<file path="src/core/flash_ctrl_consts.vh">
// constants for the flash program/erase controller
`ifndef FLASH_CTRL_CONSTS_VH
`define FLASH_CTRL_CONSTS_VH

// register indices; byte address on the bus is four times the index
`define IDX_COMMAND      12'hFF8
`define IDX_PAGE         12'hFF9
`define IDX_KHZ_HIGH     12'hFFA
`define IDX_KHZ_LOW      12'hFFB
`define IDX_DEBUG_CTRL   12'hFFC
`define IDX_ACCESS       12'hFFD

// command codes
`define CMD_UNLOCK1      8'h73
`define CMD_UNLOCK2      8'h8C
`define CMD_PAGE_ERASE   8'h95
`define CMD_MASS_ERASE   8'h63
`define CMD_PROT_SELECT  8'h5E

// state field codes
`define ST_LOCKED        6'h00
`define ST_FIRST         6'h01
`define ST_SECOND        6'h02
`define ST_UNLOCKED      6'h03
`define ST_PROT_SEL      6'h04
`define ST_PROGRAM       6'h08
`define ST_PAGE_ERASE    6'h10
`define ST_MASS_ERASE    6'h20

// field positions and reset values
`define INFO_BIT         7
`define PAGE_MSB         6
`define RESET_BYTE       8'h00

// operation times: program in microseconds, erases in milliseconds
`define PROGRAM_US       16'h0028
`define PAGE_ERASE_MS    16'h000A
`define MASS_ERASE_MS    16'h00C8

// flash boundaries: user area ends below 8 KB, reserved region is 8 KB..12 KB
`define USER_TOP         16'h2000
`define RESERVED_TOP     16'h3000
`define INFO_BASE        16'hFE00
`endif

</file>
<file path="src/core/op_timer.v">
// timer that counts kHz-scaled ticks to time one program or erase
`include "flash_ctrl_consts.vh"

module op_timer (
    input  wire        clk_i,
    input  wire        rst_i,
    input  wire        start_i,
    input  wire        millis_i,
    input  wire [15:0] units_i,
    input  wire [15:0] khz_i,
    output reg         busy_o,
    output reg         done_o
);

    // ----------------------------------------
    // tick divider
    // ----------------------------------------
    // a millisecond is khz clocks and a microsecond khz/1000 clocks
    reg [15:0]  sub_q;
    reg [15:0]  units_q;
    reg         millis_q;
    wire [15:0] ms_limit  = (khz_i == 16'h0000) ? 16'h0001 : khz_i;
    wire [15:0] us_clocks = khz_i / 16'h03E8;
    // below 1 MHz a microsecond rounds up to one clock, so programs run long
    wire [15:0] us_limit  = (us_clocks == 16'h0000) ? 16'h0001 : us_clocks;
    wire        ms_tick   = (sub_q >= ms_limit - 16'h0001);
    wire        us_tick   = (sub_q >= us_limit - 16'h0001);
    wire        unit_tick = millis_q ? ms_tick : us_tick;

    always @(posedge clk_i) begin
        if (rst_i) begin
            sub_q    <= 16'h0000;
            units_q  <= 16'h0000;
            millis_q <= 1'b0;
            busy_o   <= 1'b0;
            done_o   <= 1'b0;
        end else begin
            done_o <= 1'b0;
            if (start_i && !busy_o) begin
                busy_o   <= 1'b1;
                millis_q <= millis_i;
                units_q  <= (units_i == 16'h0000) ? 16'h0001 : units_i;
                sub_q    <= 16'h0000;
            end else if (busy_o) begin
                sub_q <= unit_tick ? 16'h0000 : sub_q + 16'h0001;
                if (unit_tick) begin
                    if (units_q == 16'h0001) begin
                        busy_o <= 1'b0;
                        done_o <= 1'b1;
                    end
                    units_q <= units_q - 16'h0001;
                end
            end
        end
    end
endmodule

</file>
<file path="src/core/flash_ctrl.v">
// flash program/erase controller with wishbone register slave
//
// The Wishbone register port was chosen for this implementation.
`include "flash_ctrl_consts.vh"

module flash_ctrl (
    input  wire        clk_i,
    input  wire        rst_i,
    input  wire        cyc_i,
    input  wire        stb_i,
    input  wire        we_i,
    input  wire [13:0] adr_i,
    input  wire [3:0]  sel_i,
    input  wire [31:0] dat_i,
    output reg  [31:0] dat_o,
    output reg         ack_o,
    input  wire        write_protect_i,
    input  wire        prog_req_i,
    input  wire [15:0] prog_addr_i,
    input  wire        exec_reserved_i,
    output reg         prog_go_o,
    output reg         page_erase_go_o,
    output reg         mass_erase_go_o,
    output reg  [6:0]  erase_page_o,
    output reg         cpu_stall_o,
    output reg         info_map_o,
    output reg         access_ok_o
);

    // ----------------------------------------
    // state codes
    // ----------------------------------------
    // one code per unlock step, one for protect select, three more for the running operations
    localparam [2:0] S_LOCKED   = 3'd0;
    localparam [2:0] S_FIRST    = 3'd1;
    localparam [2:0] S_SECOND   = 3'd2;
    localparam [2:0] S_UNLOCKED = 3'd3;
    localparam [2:0] S_PROT     = 3'd4;
    localparam [2:0] S_PROGRAM  = 3'd5;
    localparam [2:0] S_PERASE   = 3'd6;
    localparam [2:0] S_MERASE   = 3'd7;

    reg [2:0]  state_q;
    reg [7:0]  page_q;
    reg [7:0]  prot_q;
    reg [7:0]  khz_high_q;
    reg [7:0]  khz_low_q;
    reg        debug_mode_q;
    reg        page_open_q;
    reg        wrote_byte_q;
    reg        timer_start_q;
    reg        timer_millis_q;
    reg [15:0] timer_units_q;

    wire        timer_busy;
    wire        timer_done;
    wire [15:0] khz_value = {khz_high_q, khz_low_q};

    op_timer u_timer (
        .clk_i    (clk_i),
        .rst_i    (rst_i),
        .start_i  (timer_start_q),
        .millis_i (timer_millis_q),
        .units_i  (timer_units_q),
        .khz_i    (khz_value),
        .busy_o   (timer_busy),
        .done_o   (timer_done)
    );

    // ----------------------------------------
    // bus decode
    // ----------------------------------------
    wire        req     = cyc_i && stb_i && !ack_o;
    wire [11:0] idx     = adr_i[13:2];
    // writes lacking byte lane 0 are acked but change nothing
    wire        lane0   = sel_i[0];
    wire        wr      = req && we_i && lane0;
    wire [7:0]  wbyte   = dat_i[7:0];
    wire        wr_cmd  = wr && (idx == `IDX_COMMAND);
    wire        wr_page = wr && (idx == `IDX_PAGE);
    wire        wr_dbg  = wr && (idx == `IDX_DEBUG_CTRL);
    wire        busy    = (state_q == S_PROGRAM) || (state_q == S_PERASE) ||
                          (state_q == S_MERASE);

    // ----------------------------------------
    // protection checks
    // ----------------------------------------
    // sector of a page is its top three page bits
    wire [2:0] page_sector  = page_q[`PAGE_MSB:4];
    wire [2:0] addr_sector  = prog_addr_i[15:13];
    wire       page_locked  = prot_q[page_sector];
    wire       addr_locked  = prot_q[addr_sector];
    // debugger bypasses option protect and sector bits alike
    wire       wp_block     = write_protect_i && !debug_mode_q;
    wire       erase_ok     = !wp_block && (debug_mode_q || !page_locked);
    wire       in_page      = (prog_addr_i[15:9] == page_q[`PAGE_MSB:0]);
    wire       prog_ok      = !wp_block && (debug_mode_q || (in_page && !addr_locked));

    // state field, upper two bits forced clear
    reg [5:0] state_code;
    always @* begin
        case (state_q)
            S_LOCKED:   state_code = `ST_LOCKED;
            S_FIRST:    state_code = `ST_FIRST;
            S_SECOND:   state_code = `ST_SECOND;
            S_UNLOCKED: state_code = `ST_UNLOCKED;
            S_PROT:     state_code = `ST_PROT_SEL;
            S_PROGRAM:  state_code = `ST_PROGRAM;
            S_PERASE:   state_code = `ST_PAGE_ERASE;
            default:    state_code = `ST_MASS_ERASE;
        endcase
    end

    // ----------------------------------------
    // read mux
    // ----------------------------------------
    reg [7:0] rbyte;
    always @* begin
        if (idx == `IDX_COMMAND) begin
            rbyte = {2'b00, state_code};
        end else if (idx == `IDX_PAGE) begin
            rbyte = (state_q == S_PROT) ? prot_q : page_q;
        end else if (idx == `IDX_KHZ_HIGH) begin
            rbyte = khz_high_q;
        end else if (idx == `IDX_KHZ_LOW) begin
            rbyte = khz_low_q;
        end else if (idx == `IDX_DEBUG_CTRL) begin
            rbyte = {7'h00, debug_mode_q};
        end else if (idx == `IDX_ACCESS) begin
            rbyte = {5'h00, wrote_byte_q, page_open_q, timer_busy};
        end else begin
            // unmapped indices read zero
            rbyte = `RESET_BYTE;
        end
    end

    // ----------------------------------------
    // bus response
    // ----------------------------------------
    // ack is registered, so every access costs one wait state
    always @(posedge clk_i) begin
        if (rst_i) begin
            ack_o <= 1'b0;
            dat_o <= 32'h0000_0000;
        end else begin
            ack_o <= req;
            dat_o <= req ? {24'h000000, rbyte} : 32'h0000_0000;
        end
    end

    // ----------------------------------------
    // configuration registers
    // ----------------------------------------
    // kHz bytes load independently; an operation uses whatever pair stands
    always @(posedge clk_i) begin
        if (rst_i) begin
            khz_high_q   <= `RESET_BYTE;
            khz_low_q    <= `RESET_BYTE;
            debug_mode_q <= 1'b0;
        end else begin
            if (wr_dbg) begin
                debug_mode_q <= wbyte[0];
            end
            if (wr && idx == `IDX_KHZ_HIGH) begin
                khz_high_q <= wbyte;
            end
            if (wr && idx == `IDX_KHZ_LOW) begin
                khz_low_q <= wbyte;
            end
        end
    end

    // ----------------------------------------
    // processor stall
    // ----------------------------------------
    // registered from busy or the start strobe, so the cpu idles from the cycle after the launch on
    always @(posedge clk_i) begin
        if (rst_i) begin
            cpu_stall_o <= 1'b0;
        end else begin
            cpu_stall_o <= busy || timer_start_q;
        end
    end

    // ----------------------------------------
    // main sequencer
    // ----------------------------------------
    always @(posedge clk_i) begin
        if (rst_i) begin
            state_q         <= S_LOCKED;
            page_q          <= `RESET_BYTE;
            prot_q          <= `RESET_BYTE;
            page_open_q     <= 1'b0;
            wrote_byte_q    <= 1'b0;
            timer_start_q   <= 1'b0;
            timer_millis_q  <= 1'b0;
            timer_units_q   <= 16'h0000;
            prog_go_o       <= 1'b0;
            page_erase_go_o <= 1'b0;
            mass_erase_go_o <= 1'b0;
            erase_page_o    <= 7'h00;
        end else begin
            timer_start_q   <= 1'b0;
            prog_go_o       <= 1'b0;
            page_erase_go_o <= 1'b0;
            mass_erase_go_o <= 1'b0;

            case (state_q)
                S_LOCKED: begin
                    if (wr_cmd) begin
                        if (wbyte == `CMD_UNLOCK1) begin
                            state_q <= S_FIRST;
                        end else if (wbyte == `CMD_PROT_SELECT) begin
                            state_q <= S_PROT;
                        end
                    end else if (wr_page) begin
                        page_q <= wbyte;
                    end
                end
                S_FIRST: begin
                    if (wr_cmd) begin
                        state_q <= (wbyte == `CMD_UNLOCK2) ? S_SECOND : S_LOCKED;
                    end else if (wr_page) begin
                        page_q <= wbyte;
                    end
                end
                S_SECOND: begin
                    if (wr_cmd) begin
                        state_q <= S_LOCKED;
                    end else if (wr_page) begin
                        // debugger needs no matching rewrite
                        if (debug_mode_q || wbyte == page_q) begin
                            page_q      <= wbyte;
                            page_open_q <= 1'b1;
                            state_q     <= S_UNLOCKED;
                        end else begin
                            state_q <= S_LOCKED;
                        end
                    end else if (debug_mode_q) begin
                        page_open_q <= 1'b1;
                        state_q     <= S_UNLOCKED;
                    end
                end
                S_UNLOCKED: begin
                    // any command closes the page; outside debug mode another page needs a fresh unlock
                    if (wr_cmd) begin
                        page_open_q  <= 1'b0;
                        wrote_byte_q <= 1'b0;
                        state_q      <= S_LOCKED;
                        if (!wrote_byte_q && wbyte == `CMD_PAGE_ERASE && erase_ok) begin
                            erase_page_o    <= page_q[`PAGE_MSB:0];
                            page_erase_go_o <= 1'b1;
                            timer_millis_q  <= 1'b1;
                            timer_units_q   <= `PAGE_ERASE_MS;
                            timer_start_q   <= 1'b1;
                            state_q         <= S_PERASE;
                        end else if (!wrote_byte_q && wbyte == `CMD_MASS_ERASE &&
                                     debug_mode_q && !wp_block) begin
                            mass_erase_go_o <= 1'b1;
                            timer_millis_q  <= 1'b1;
                            timer_units_q   <= `MASS_ERASE_MS;
                            timer_start_q   <= 1'b1;
                            state_q         <= S_MERASE;
                        end
                    end else if (wr_page && debug_mode_q) begin
                        page_q <= wbyte;
                    end else if (prog_req_i && prog_ok) begin
                        wrote_byte_q   <= 1'b1;
                        prog_go_o      <= 1'b1;
                        timer_millis_q <= 1'b0;
                        timer_units_q  <= `PROGRAM_US;
                        timer_start_q  <= 1'b1;
                        state_q        <= S_PROGRAM;
                    end
                end
                S_PROT: begin
                    if (wr_cmd) begin
                        state_q <= (wbyte == `CMD_UNLOCK1) ? S_FIRST : S_LOCKED;
                    end else if (wr_page) begin
                        // user may only add protection
                        prot_q <= debug_mode_q ? wbyte : (prot_q | wbyte);
                    end
                end
                S_PROGRAM: begin
                    // a programmed page stays open for further bytes
                    if (timer_done) begin
                        state_q <= S_UNLOCKED;
                    end
                end
                default: begin
                    if (timer_done) begin
                        state_q <= S_LOCKED;
                    end
                end
            endcase
        end
    end

    // ----------------------------------------
    // address window checks
    // ----------------------------------------
    // reserved region reachable only by code already executing inside it
    wire in_reserved = (prog_addr_i >= `USER_TOP) && (prog_addr_i < `RESERVED_TOP);
    // info mapping follows the select bit even while locked
    wire in_info     = page_q[`INFO_BIT] && (prog_addr_i >= `INFO_BASE);

    always @(posedge clk_i) begin
        if (rst_i) begin
            info_map_o  <= 1'b0;
            access_ok_o <= 1'b0;
        end else begin
            info_map_o  <= in_info;
            access_ok_o <= in_info || (prog_addr_i < `USER_TOP) ||
                           (in_reserved && exec_reserved_i);
        end
    end

endmodule

</file>
<file path="config.mk">
export PLATFORM = sky130hd
export DESIGN_NAME = flash_ctrl
export DESIGN_NICKNAME = d
export VERILOG_FILES = /design/src/core/op_timer.v /design/src/core/flash_ctrl.v
export VERILOG_INCLUDE_DIRS = /design/src /design/src/core
export SDC_FILE = /design/constraint.sdc
export NUM_CORES = 1
export LEC_CHECK = 0
export BUFFER_PORTS_ARGS = -buffer_cell sky130_fd_sc_hd__buf_2
export CAP_MARGIN = 25
export CORE_UTILIZATION = 31
export CTS_BUF_LIST = sky130_fd_sc_hd__clkbuf_8 sky130_fd_sc_hd__clkbuf_16
export CTS_CLUSTER_SIZE = 24
export DETAILED_ROUTE_END_ITERATION = 12
export GPL_TIMING_DRIVEN = 0
export PLACE_DENSITY = 0.58
export SLEW_MARGIN = 15
export SYNTH_ARGS = -nofsm -noshare
export SYNTH_HDL_FRONTEND = slang
export SYNTH_SLANG_ARGS = --single-unit
export TNS_END_PERCENT = 100
</file>
<file path="constraint.sdc">
create_clock -name clk_i -period 20.1 [get_ports clk_i]
set_input_delay 1.005 -clock clk_i [delete_from_list [all_inputs] [get_ports clk_i]]
set_output_delay 1.005 -clock clk_i [all_outputs]
set_load 0.005 [all_outputs]
</file>
Yosys cells after proc, flatten, opt, wreduce, memory -nomap -nowiden. Index checks and enable logic that the tools add are counted. Widths: inputs -> output; s select.

Bits in registers: 137. Bits in latches: 0. Bits in writable memories: 0. Bits in read-only memories: 0. Input bits: 74. Output and inout port bits: 46. Logic and storage cells: 231. Memories: 0.

Add/subtract/negate cells: 4. Multipliers: 0. Div/mod/pow operators: 1. Magnitude comparators: 8. Eq/ne operators: 41. Shift-type cells: 0. Mux-type cells: 78. Bitwise operators: 6. Reduce and logical (&&, ||, !) cells: 66.

Operators by type and width (number): $mux 16 (12); $mux 8 (12); $eq 12x12->1 const B (6); $mux 3 (17); $logic_not 16->1 (3); $sub 16x1->16 const B (3); $pmux 6 s7 (1); $ge 16x16->1 (2); $lt 16x14->1 const B (2); $mux 1 (28); $eq 8x7->1 const B (3); $logic_and 1x1->1 (24); $pmux 8 s3 (1); $ne 2x2->1 const B (11); $pmux 3 s6 (1); $add 16x1->16 const B (1); $div 16x10->16 const B (1); $eq 16x1->1 const B (1); $eq 8x8->1 const B (2); $ge 16x14->1 const B (1); $ge 16x16->1 const B (1); $ne 3x3->1 const B (5); $eq 3x3->1 const B (4); $reduce_and 3->1 (3); 28 further kinds (59).

Depth between registers and ports, before layout. Gate-level depths: netlist of the first run.

Word-level depth: 11. Mapped depth: 36. Mapped depth without buffers: 29.

Modules after synthesis. From an unflattened synthesis of the first run, not the netlist that was laid out.

Cells, all modules: 1014. Area, all modules: 8141.6 µm².

By module, submodules not included: op_timer (times used 1, cells an instance 613, area each 4580.6 µm², seq. area each 700.7 µm²); flash_ctrl (times used 1, cells an instance 401, area each 3560.9 µm², seq. area each 1321.3 µm²).

Worst setup path before layout of the first run. Ideal clock, no wire load.

Path type: reg-to-reg. Start point: register khz_high_q[1]. End point: register u_timer.sub_q[0]. Library setup time: 65 ps. Arrival time: 6454 ps. Data required time: 20035 ps. Path slack: 13581 ps. Stages on the path, launching flop included: 35. Path buffers: 5. Clock period less this slack: 6519 ps. Cell sequence: dfxtp_1 buf_6 o21a_4 o211ai_2 nand2_4 or4_4 mux2i_4 o211ai_1 a211o_1 a41oi_2 buf_6 nor3_2 nand3b_4 nor2_2 a21boi_2 mux2i_1 a211oi_2 ha_1 ha_1 a21o_1 a21o_1 a21o_1 a21o_1 a21o_1 a21o_1 a21oi_1 o21ai_0 a2111oi_0 nor2b_1 clkbuf_1 nand2_1 buf_2 nand2_1 clkbuf_1 nor2_1.

Cells in the longest elaborated chain, start to end: 7. Elaborated cells on any way between the ends: 11. Classes of those cells: add/sub (2); div (1); order compare (2); mux (4); reduce/logical (2).

RTL lines: start: declaration (line flash_ctrl.v:46) `reg [7:0] khz_high_q;`; start signal: assignment (line flash_ctrl.v:157) `` khz_high_q <= `RESET_BYTE; ``; start signal: assignment (line flash_ctrl.v:165) `khz_high_q <= wbyte;`; $div 16x10->16 (line op_timer.v:23) `wire [15:0] us_clocks = khz_i / 16'h03E8;`; $logic_not 16->1 (line op_timer.v:25) `wire [15:0] us_limit = (us_clocks == 16'h0000) ? 16'h0001 : us_clocks;`; $mux 16 (line op_timer.v:25); $sub 16x1->16 (line op_timer.v:27) `wire us_tick = (sub_q >= us_limit - 16'h0001);`; $ge 16x16->1 (line op_timer.v:27); $mux 1 * (line op_timer.v:28) `wire unit_tick = millis_q ? ms_tick : us_tick;`; $mux 16 * (line op_timer.v:45) `sub_q <= unit_tick ? 16'h0000 : sub_q + 16'h0001;`; end signal: assignment (line op_timer.v:45); end: declaration (line op_timer.v:19) `reg [15:0] sub_q;`.

Mark *: on every way between the ends. The rest lies on a longest branch, timed or not. A chain may end at the register's enable or synchronous reset.

Worst setup path after layout of the first run.
Start point: register khz_high_q[6]. End point: register u_timer.sub_q[0].

Same word-level chain as after synthesis.

==> results of run 1 <==
layout by cell type (no fill, tap or decap), drive strengths merged, types with 4 or more instances in the layout:
cell type,n
nor2,137
dfxtp,101
buf,94
nand2,83
clkbuf,51
a21oi,49
nand3,44
mux2i,43
ha,38
nor3,38
o21ai,35
xor2,32
xnor2,29
conb,29
inv,23
a21o,22
nor4,15
nand4,13
a31oi,13
o211ai,13
or3,12
a211oi,11
nor2b,10
a22oi,9
and2,8
and3,8
nand2b,8
nand3b,8
o31ai,7
a211o,6
o21a,6
or2,6
o22ai,5
a221oi,5
o211a,5
nor3b,4
nor4b,4
metrics by stage:
stage          utilization, %  power, mW  cells  instance area (um2)  hold WS [ps]
2_1_floorplan               -      0.219   1021                 7900           432
3_3_place_gp             34.8      0.227   1393                 8550           440
3_5_place_dp             34.9      0.227   1393                 8550           444
4_1_cts                  35.9      0.384   1409                 8810           456
5_1_grt                  35.9      0.395   1409                 8810           475
6_report                 35.9      0.381   1410                 8820           456
cell usage after synthesis (6+ instances only):
library cell and instances:
nor2_1 135, dfxtp_1 101, nand2_1 82, a21oi_1 49, nand3_1 44, clkbuf_1 41, mux2i_1 41, ha_1 38
nor3_1 36, xor2_1 32, xnor2_1 29, buf_4 27, o21ai_0 27, a21o_1 22, inv_1 20, nor4_1 15
nand4_1 13, a31oi_1 12, or3_1 12, o211ai_1 11, buf_2 10, nor2b_1 10, a22oi_1 9, a211oi_1 8
and2_1 8, and3_1 8, nand2b_1 8, nand3b_1 7, o31ai_1 7, a211o_1 6, buf_6 6
state kept, by name, indices dropped and copies added, names as in the netlist, 3 cells and up:
| signal | count |
|---|---|
| state_q | 3 |
| erase_page_o | 7 |
| prot_q | 8 |
| u_timer.sub_q | 16 |
| timer_units_q | 4 |
| page_q | 8 |
| khz_low_q | 8 |
| khz_high_q | 8 |
| dat_o | 8 |
| u_timer.units_q | 16 |
metal layers:
metal / GRT usage (%) / up-vias / part of all wire, %
met5: 0 / - / 0
met4: 5.19 / 0 / 1.8
met3: 1.96 / 29 / 3.2
met2: 29.7 / 151 / 47
met1: 23.2 / 3474 / 48
li1: - / 3713 / -
cell families after synthesis:
group | synth area share [%]
flip-flops | 25.9
buffers and inverters | 7.28
other | 0.0963
adder cells (fa/ha/maj) | 6.35
XOR/XNOR | 6.85
AND/OR/NAND/NOR | 26.3
AO/OA/AOI/OAI | 20.5
multiplexers | 6.70
worst max-delay path, delay by kind of cell, from the launching register on:
family | cells | cell delay, ps
flops | 1 | 340
compound gates | 17 | 4660
simple gates | 7 | 890
mux | 1 | 120
buf+inv | 5 | 1440
fa+ha+maj | 2 | 570
power by group:
part	leakage [nW]	internal (mW)	switching, mW
sequential	0.813	0.200	0.0000704
combinational	2.64	0.00846	0.0137
clock	0.135	0.0822	0.0762
total	3.59	0.291	0.0900
path summary, 6_finish.rpt:
path / start / end / cells past startpoint
hold reg to reg: erase_page_o[3] / erase_page_o[3] / 2
hold / removal: erase_page_o[3] / erase_page_o[3] / 2
setup reg to reg: khz_high_q[6] / u_timer.sub_q[0] / 32
setup / recovery: khz_high_q[6] / u_timer.sub_q[0] / 32
cell type report:
class | instances | area [um2] | area share [%]
diodes | 1 | 2.50 | 0.0284
plain buffers | 88 | 493 | 5.59
clock buffers | 9 | 225 | 2.55
clock inverters | 7 | 36.3 | 0.412
inverters | 20 | 75.1 | 0.851
multi-input cells | 812 | 5320 | 60.3
flip-flops and latches | 101 | 2020 | 22.9
well taps | 324 | 405 | 4.60
repair buffers | 48 | 240 | 2.72
==> flow_results.org, run 1 <==
** Worst setup path
- FF-to-FF setup slack :: 11,990 ps
- Crit-path slowest cell :: a2111oi_0
- Data arrives at the worst endpoint at 8390 ps.
- CP most frequent cell :: a21o_1
- Critical path fanouts, max :: 10
- Worst Setup End Kind :: flop
- The worst setup path is launched from a flop.
- Critical path required time :: 20,390 ps
- The worst setup path is of the reg2reg kind.
- Maximum cell stage delay along the critical path :: 890 ps

** Floorplanning
- Cell row count :: 57
- From left edge to right edge, the die measures 161 um.
- The die covers 0.0258 mm2.
- Total I/O pin count :: 120
- Starting utilization of the core area :: 31.8%
- The floorplan step set the die height to 161 um.
- After floorplanning, the core was sized to cover 0.0245 mm2.

** Detailed routing
- Vias per std cell :: 5.22
- Number of optimization iterations in the first detailed-route pass :: 5
- The detail route stage leaves a number of antenna-violating nets equal to 0.
- Number of remaining DRC errors :: 0
- The routed layout has 7,367 vias.
- Overall routed net length :: 22.2 mm
- First DRT Iteration DRCs :: 480
- Post-detailed-route wirelength per cell :: 15.8 um

** STA
- Setup violations remaining at the end of the flow were counted as 0.
- Setup total negative slack :: 0 ps
- The clock arrives with 10.9 ps of skew.
- Minimum clock period after layout :: 8110 ps
- The count of pins over their slew limit was 0.
- Headroom to the max-slew limit came out at 32.4%.
- Hold Fails Final Rpt :: 0
- Setup repair after global routing left no endpoint under its margin.
- Share of the clock period used by the worst path :: 40.3%
- Worst path setup slack after routing :: 11,990 ps
- Achievable Freq :: 123 MHz
- At the pin with the least slew margin, the transition time is 1010 ps.

** Synth
- Summed over its instances, the top area cell type makes up 25.9% of the synthesized netlist area.
- The synthesized netlist occupies a cell area of 0.00780 mm2.
- Count of flip-flops with a built-in enable after synthesis :: 0
- Synthesis inferred 101 register bits.
- Synthesized instance count :: 994
- Post-synthesis cell type with the largest combined area :: dfxtp_1
- The share of the Yosys chip area taken by registers is 25.9%.
- Async set-or-reset flop fraction in the synthesized netlist :: 0%
- The number of different library cells used by synthesis comes to 88.
- Yosys synthesis warning count :: 0
- The most used flip-flop cell after synthesis is dfxtp_1.
- By area the synthesized netlist is led by dfxtp_1 26%, nor2_1 6.5%, ha_1 6.1%.
- In this run the mean area of a mapped cell was 7.85 um2.

** Cells and area
- Total number of nets in the final design :: 1,192
- Compared with the post-synthesis result, the final layout area differs by 13.0%.
- Fraction of final layout cells with drive strength greater than 1 :: 12.9%
- Fill cell count :: 2,629

** Clocking
- Clock tree from TritonCTS :: done
- The root buffer cell chosen for the clock tree is clkbuf_16.
- Buffers inserted to repair hold after CTS numbered 0.
- In this run, post-CTS repair resized a total of 0 instances.
- Number of post-CTS setup repair buffers :: 0
- The number of clock buffers added by TritonCTS is 9.
- Clock network latency to the later pin of the worst-skew pair :: 350 ps
- Num Clock Sinks :: 101
- Clock slew seen by the registers of the worst setup and hold paths :: 70 ps
- In this run the number of H-tree levels came out at 3.
- Max Root-Sink Buffers :: 2

** Placement
- Placed wire-length estimate :: 17.0 mm
- Setup WS pre-CTS :: 12,070 ps
- Routability Congestion :: 0.876
- Port buffering added 48 buffers.

** Worst hold path
- The tightest min-delay check is of the reg2reg type.

** GRT
- Initial antenna violation count :: 1
- The via count of the first global-routing pass came to 7,071.
- The total overflow left after global routing is 0.
- Largest net degree at the start of global routing :: 16
- Global routing consumed, over all layers together, 17.5% of the routing resources.
- Global-route wire length before repair :: 36.7 mm

** Power
- Largest voltage drop on the vdd net :: 0.0309 mV
- Summed over all cells, the static leakage comes to 3.59 nW.
- Total power density per cell area :: 43.2 mW/mm2

** Status
- The run finished with clean final reports.

** Job
- Across the run, the number of max-cap violations was 0.
Note: power is estimated with default switching activity, not from simulation.
==> run 2, diff against run 1 <==
--- a/config.mk
+++ b/config.mk
@@ -13,7 +13,7 @@
 export CTS_CLUSTER_SIZE = 24
 export DETAILED_ROUTE_END_ITERATION = 12
 export GPL_TIMING_DRIVEN = 0
-export PLACE_DENSITY = 0.58
+export PLACE_DENSITY = 0.59
 export SLEW_MARGIN = 15
 export SYNTH_ARGS = -nofsm -noshare
 export SYNTH_HDL_FRONTEND = slang
==> constraint.sdc (replaced) <==
create_clock -name clk_i -period 6.8 [get_ports clk_i]
set_input_delay 0.34 -clock clk_i [delete_from_list [all_inputs] [get_ports clk_i]]
set_output_delay 0.34 -clock clk_i [all_outputs]
set_load 0.005 [all_outputs]
==> run 2 against run 1 <==
Net effect: non-clock buffer count increased by 38; cell area increased by 8.5%; hold slack worse by 180 ps; clock skew is 3.7 ps lower; critical path depth is 1 higher; register-to-register slack got worse by 12000 ps; count of clock-buffer cells in the layout is 2 higher; wire length up 3.4%; die area stayed put; sequential cell count unchanged; critical path type unchanged; largest power group unchanged; power grew to 3.2 times the previous value; sequential share of layout area down 1.7 points.
==> flow_results.org, run 2 (synthesis gave the netlist of run 1 again) <==
** Placement
- The placed wire-length estimate was 16.8 mm (-0.94%).
- Setup WS pre-CTS :: -1120 ps (-13,190 ps)
- # port buffers :: 48 (unchanged)
- Routability Congestion :: 0.892 (+1.8%)

** Power
- Static leakage :: 3.86 nW (+7.6%)
- Total power density per cell area :: 128 mW/mm2 (+200%)
- Largest voltage drop on the vdd net :: 0.0822 mV (+170%)

** Worst setup path
- The setup slack of the most critical reg-to-reg path came to 120 ps (-11,870 ps).
- Startpoint-to-endpoint class of the critical path :: reg2reg
- The largest stage delay on the critical path came to 550 ps (-340 ps).
- Data arrival time of the critical path :: 6910 ps (-1480 ps)
- CP most frequent cell :: a21o_1
- The startpoint identified for the worst register-to-register timing path is khz_high_q[4].
- STA classifies the critical path startpoint as a flop.
- The worst-path maximum fanout is 8 (-2).
- End point of the critical path :: u_timer.units_q[14]
- Critical path required time :: 7040 ps (-13,350 ps)
- Crit-path slowest cell :: or4_4
- Worst Reg2Reg Path Length in Cells :: 33 (+3.1%)
- The endpoint identified for the worst register-to-register timing path is u_timer.units_q[14].
- In this run the worst setup path begins at khz_high_q[4].
- STA classifies the critical path endpoint as a flop.

** Cells and area
- The fraction of the core area covered by cells at the end of the flow came to 39.0% (+3.0 points).
- Leading cell types in the layout, fill and taps excluded :: 132 x nor2_1, 96 x dfxtp_1, 80 x nand2_1
- Compared with the post-synthesis result, the final layout area differs by 22.6%.
- Most common cell after layout, fill and taps aside :: nor2_1
- Total number of nets in the final design :: 1,230 (+3.2%)
- Fraction of final layout cells with drive strength greater than 1 :: 20.2% (+7.3 points)
- The filler cell count in the final layout came to 2,551 (-3.0%).
- Top flop regs :: u_timer.sub_q: 16 flops, u_timer.units_q: 16 flops
- The final antenna diode count was 0 (-1).

** Detailed routing
- The ratio of routed vias to standard cells came to 5.24 (+0.30%).
- The post-detailed-route count of antenna-violating nets is 0 (unchanged).
- The routed length per instance came to 15.9 um (+0.73%).
- Number of optimization iterations in the first detailed-route pass :: 8 (+3)
- The overall via count from detail_route is 7,583 (+2.9%).
- The violation count after the first detailed-routing iteration came to 567 (+18%).
- Overall routed net length :: 23.0 mm (+3.4%)
- Number of remaining DRC errors :: 0 (unchanged)

** STA
- The total count of hold-check failures in the final report came to 0 (unchanged).
- The share of the clock period used by the worst path after layout was 98.2% (+58 points).
- Final-layout worst hold slack :: 276 ps (-180 ps)
- Number of max-slew violations in the final report :: 0 (unchanged)
- Unrepaired setup endpoints after global routing :: true
- Number of setup violations in the final report :: 0 (unchanged)
- Achievable Freq :: 150 MHz (+21%)
- The final worst clock skew came to 7.26 ps (-3.68 ps).
- Minimum clock period after layout :: 6680 ps (-1430 ps)
- Headroom to the max-slew limit :: 32.7% (+0.33 points)
- The worst-case setup margin in the final layout is 123 ps (-11,870 ps).
- The actual slew at the worst max-slew pin is 1000 ps (-4.94 ps).

** Status
- The run finished with clean final reports.

** Job
- The max-capacitance violation count is 0 (unchanged).

** Worst hold path
- In this run the worst hold path is classified as in2reg.
- The number of cells on the worst hold path is 3 (+1).

** Floorplanning
- The area of the die is 0.0258 mm2 (unchanged).
- The height of the die was 161 um (unchanged).
- Starting utilization of the core area :: 31.8% (unchanged)
- The die outline width came to 161 um (unchanged).
- The I/O pin count was 120 (unchanged).
- The standard-cell row count came to 57 (unchanged).
- The area of the core is 0.0245 mm2 (unchanged).

** GRT
- Overflow left after global routing :: 0 (unchanged)
- The initial antenna violation count came to 0 (-1).
- GRT Resource Usage Total :: 17.3% (-0.23 points)
- Via count of the first global-routing pass :: 7,006 (-0.92%)
- Largest net degree at the start of global routing :: 16 (unchanged)
- The global-route wire length before repair was 36.2 mm (-1.3%).

** Clocking
- Clock network latency to the later pin of the worst-skew pair :: 350 ps (about the same)
- The total number of clock tree sinks was 101 (unchanged).
- TritonCTS built the clock tree.
- The root buffer cell chosen for the clock tree is clkbuf_16.
- The CTS buffer count was 9 (unchanged).
- The clock tree buffer depth is 2 (unchanged).
- Clock slew seen by the registers of the worst setup and hold paths :: 70 ps (about the same)
- Deepest level of the CTS H-tree :: 3 (unchanged)
[run 2: metrics by stage]
step	TNS, ps	cells	cell area (um2)	total power, mW
detailed placement	-28120	1393	8550	0.670
CTS	0	1420	9070	1.23
global route	-3270	1447	9560	1.26
global placement	-29930	1393	8550	0.670
floorplan	0	1021	7900	0.646
finish	0	1447	9560	1.22
[run 2: area by class of cell]
class / count / area, um2 / area share, %
buffer: 87 / 567 / 5.93
clock buffer: 11 / 253 / 2.64
clock inverter: 5 / 75.1 / 0.785
inverter: 20 / 78.8 / 0.824
multi-input combinational: 812 / 5600 / 58.5
sequential: 101 / 2030 / 21.3
tap: 324 / 405 / 4.24
timing repair buffer: 87 / 554 / 5.80
[run 2: worst max-delay path: cells and delay by family, from the launching register on]
| kind | cells | cell delay, ps |
|---|---|---|
| mux | 2 | 360 |
| fa+ha+maj | 2 | 550 |
| buf+inv | 4 | 720 |
| compound gates | 19 | 3480 |
| simple gates | 6 | 1070 |
| flops | 1 | 370 |
[run 2: worst min path at each step]
stage | from | endpoint | slack [ps]
finish | prog_addr_i[10] | info_map_o | 280
global route | prog_addr_i[14] | info_map_o | 290
CTS | prog_addr_i[14] | info_map_o | 270
detailed placement | erase_page_o[4] | erase_page_o[4] | 440
global placement | erase_page_o[2] | erase_page_o[2] | 440
floorplan | timer_millis_q | u_timer.millis_q | 430
[run 2: what timing repair did]
action | CTS | global route
buffers inserted | 12 | 25
pin swaps | 5 | 46
setup endpoints to repair | 34 | 34
hold buffers | 0 | 0
hold endpoints to repair | 0 | 0
resized for setup | 29 | 70
cloned | 0 | 2
[run 2: where the power goes]
part	internal, mW	total, mW	switching (mW)
sequential	0.591	0.591	0.000164
combinational	0.0265	0.0679	0.0414
clock	0.340	0.566	0.226
total	0.957	1.22	0.267
[run 2: metal layers]
| metal | part of all wire (%) | global-route usage, % | vias up |
|---|---|---|---|
| met5 | 0 | 0 | - |
| met4 | 1.9 | 5.11 | 0 |
| met3 | 3.9 | 2.01 | 32 |
| met2 | 48 | 29.2 | 190 |
| met1 | 47 | 22.9 | 3574 |
| li1 | - | - | 3787 |
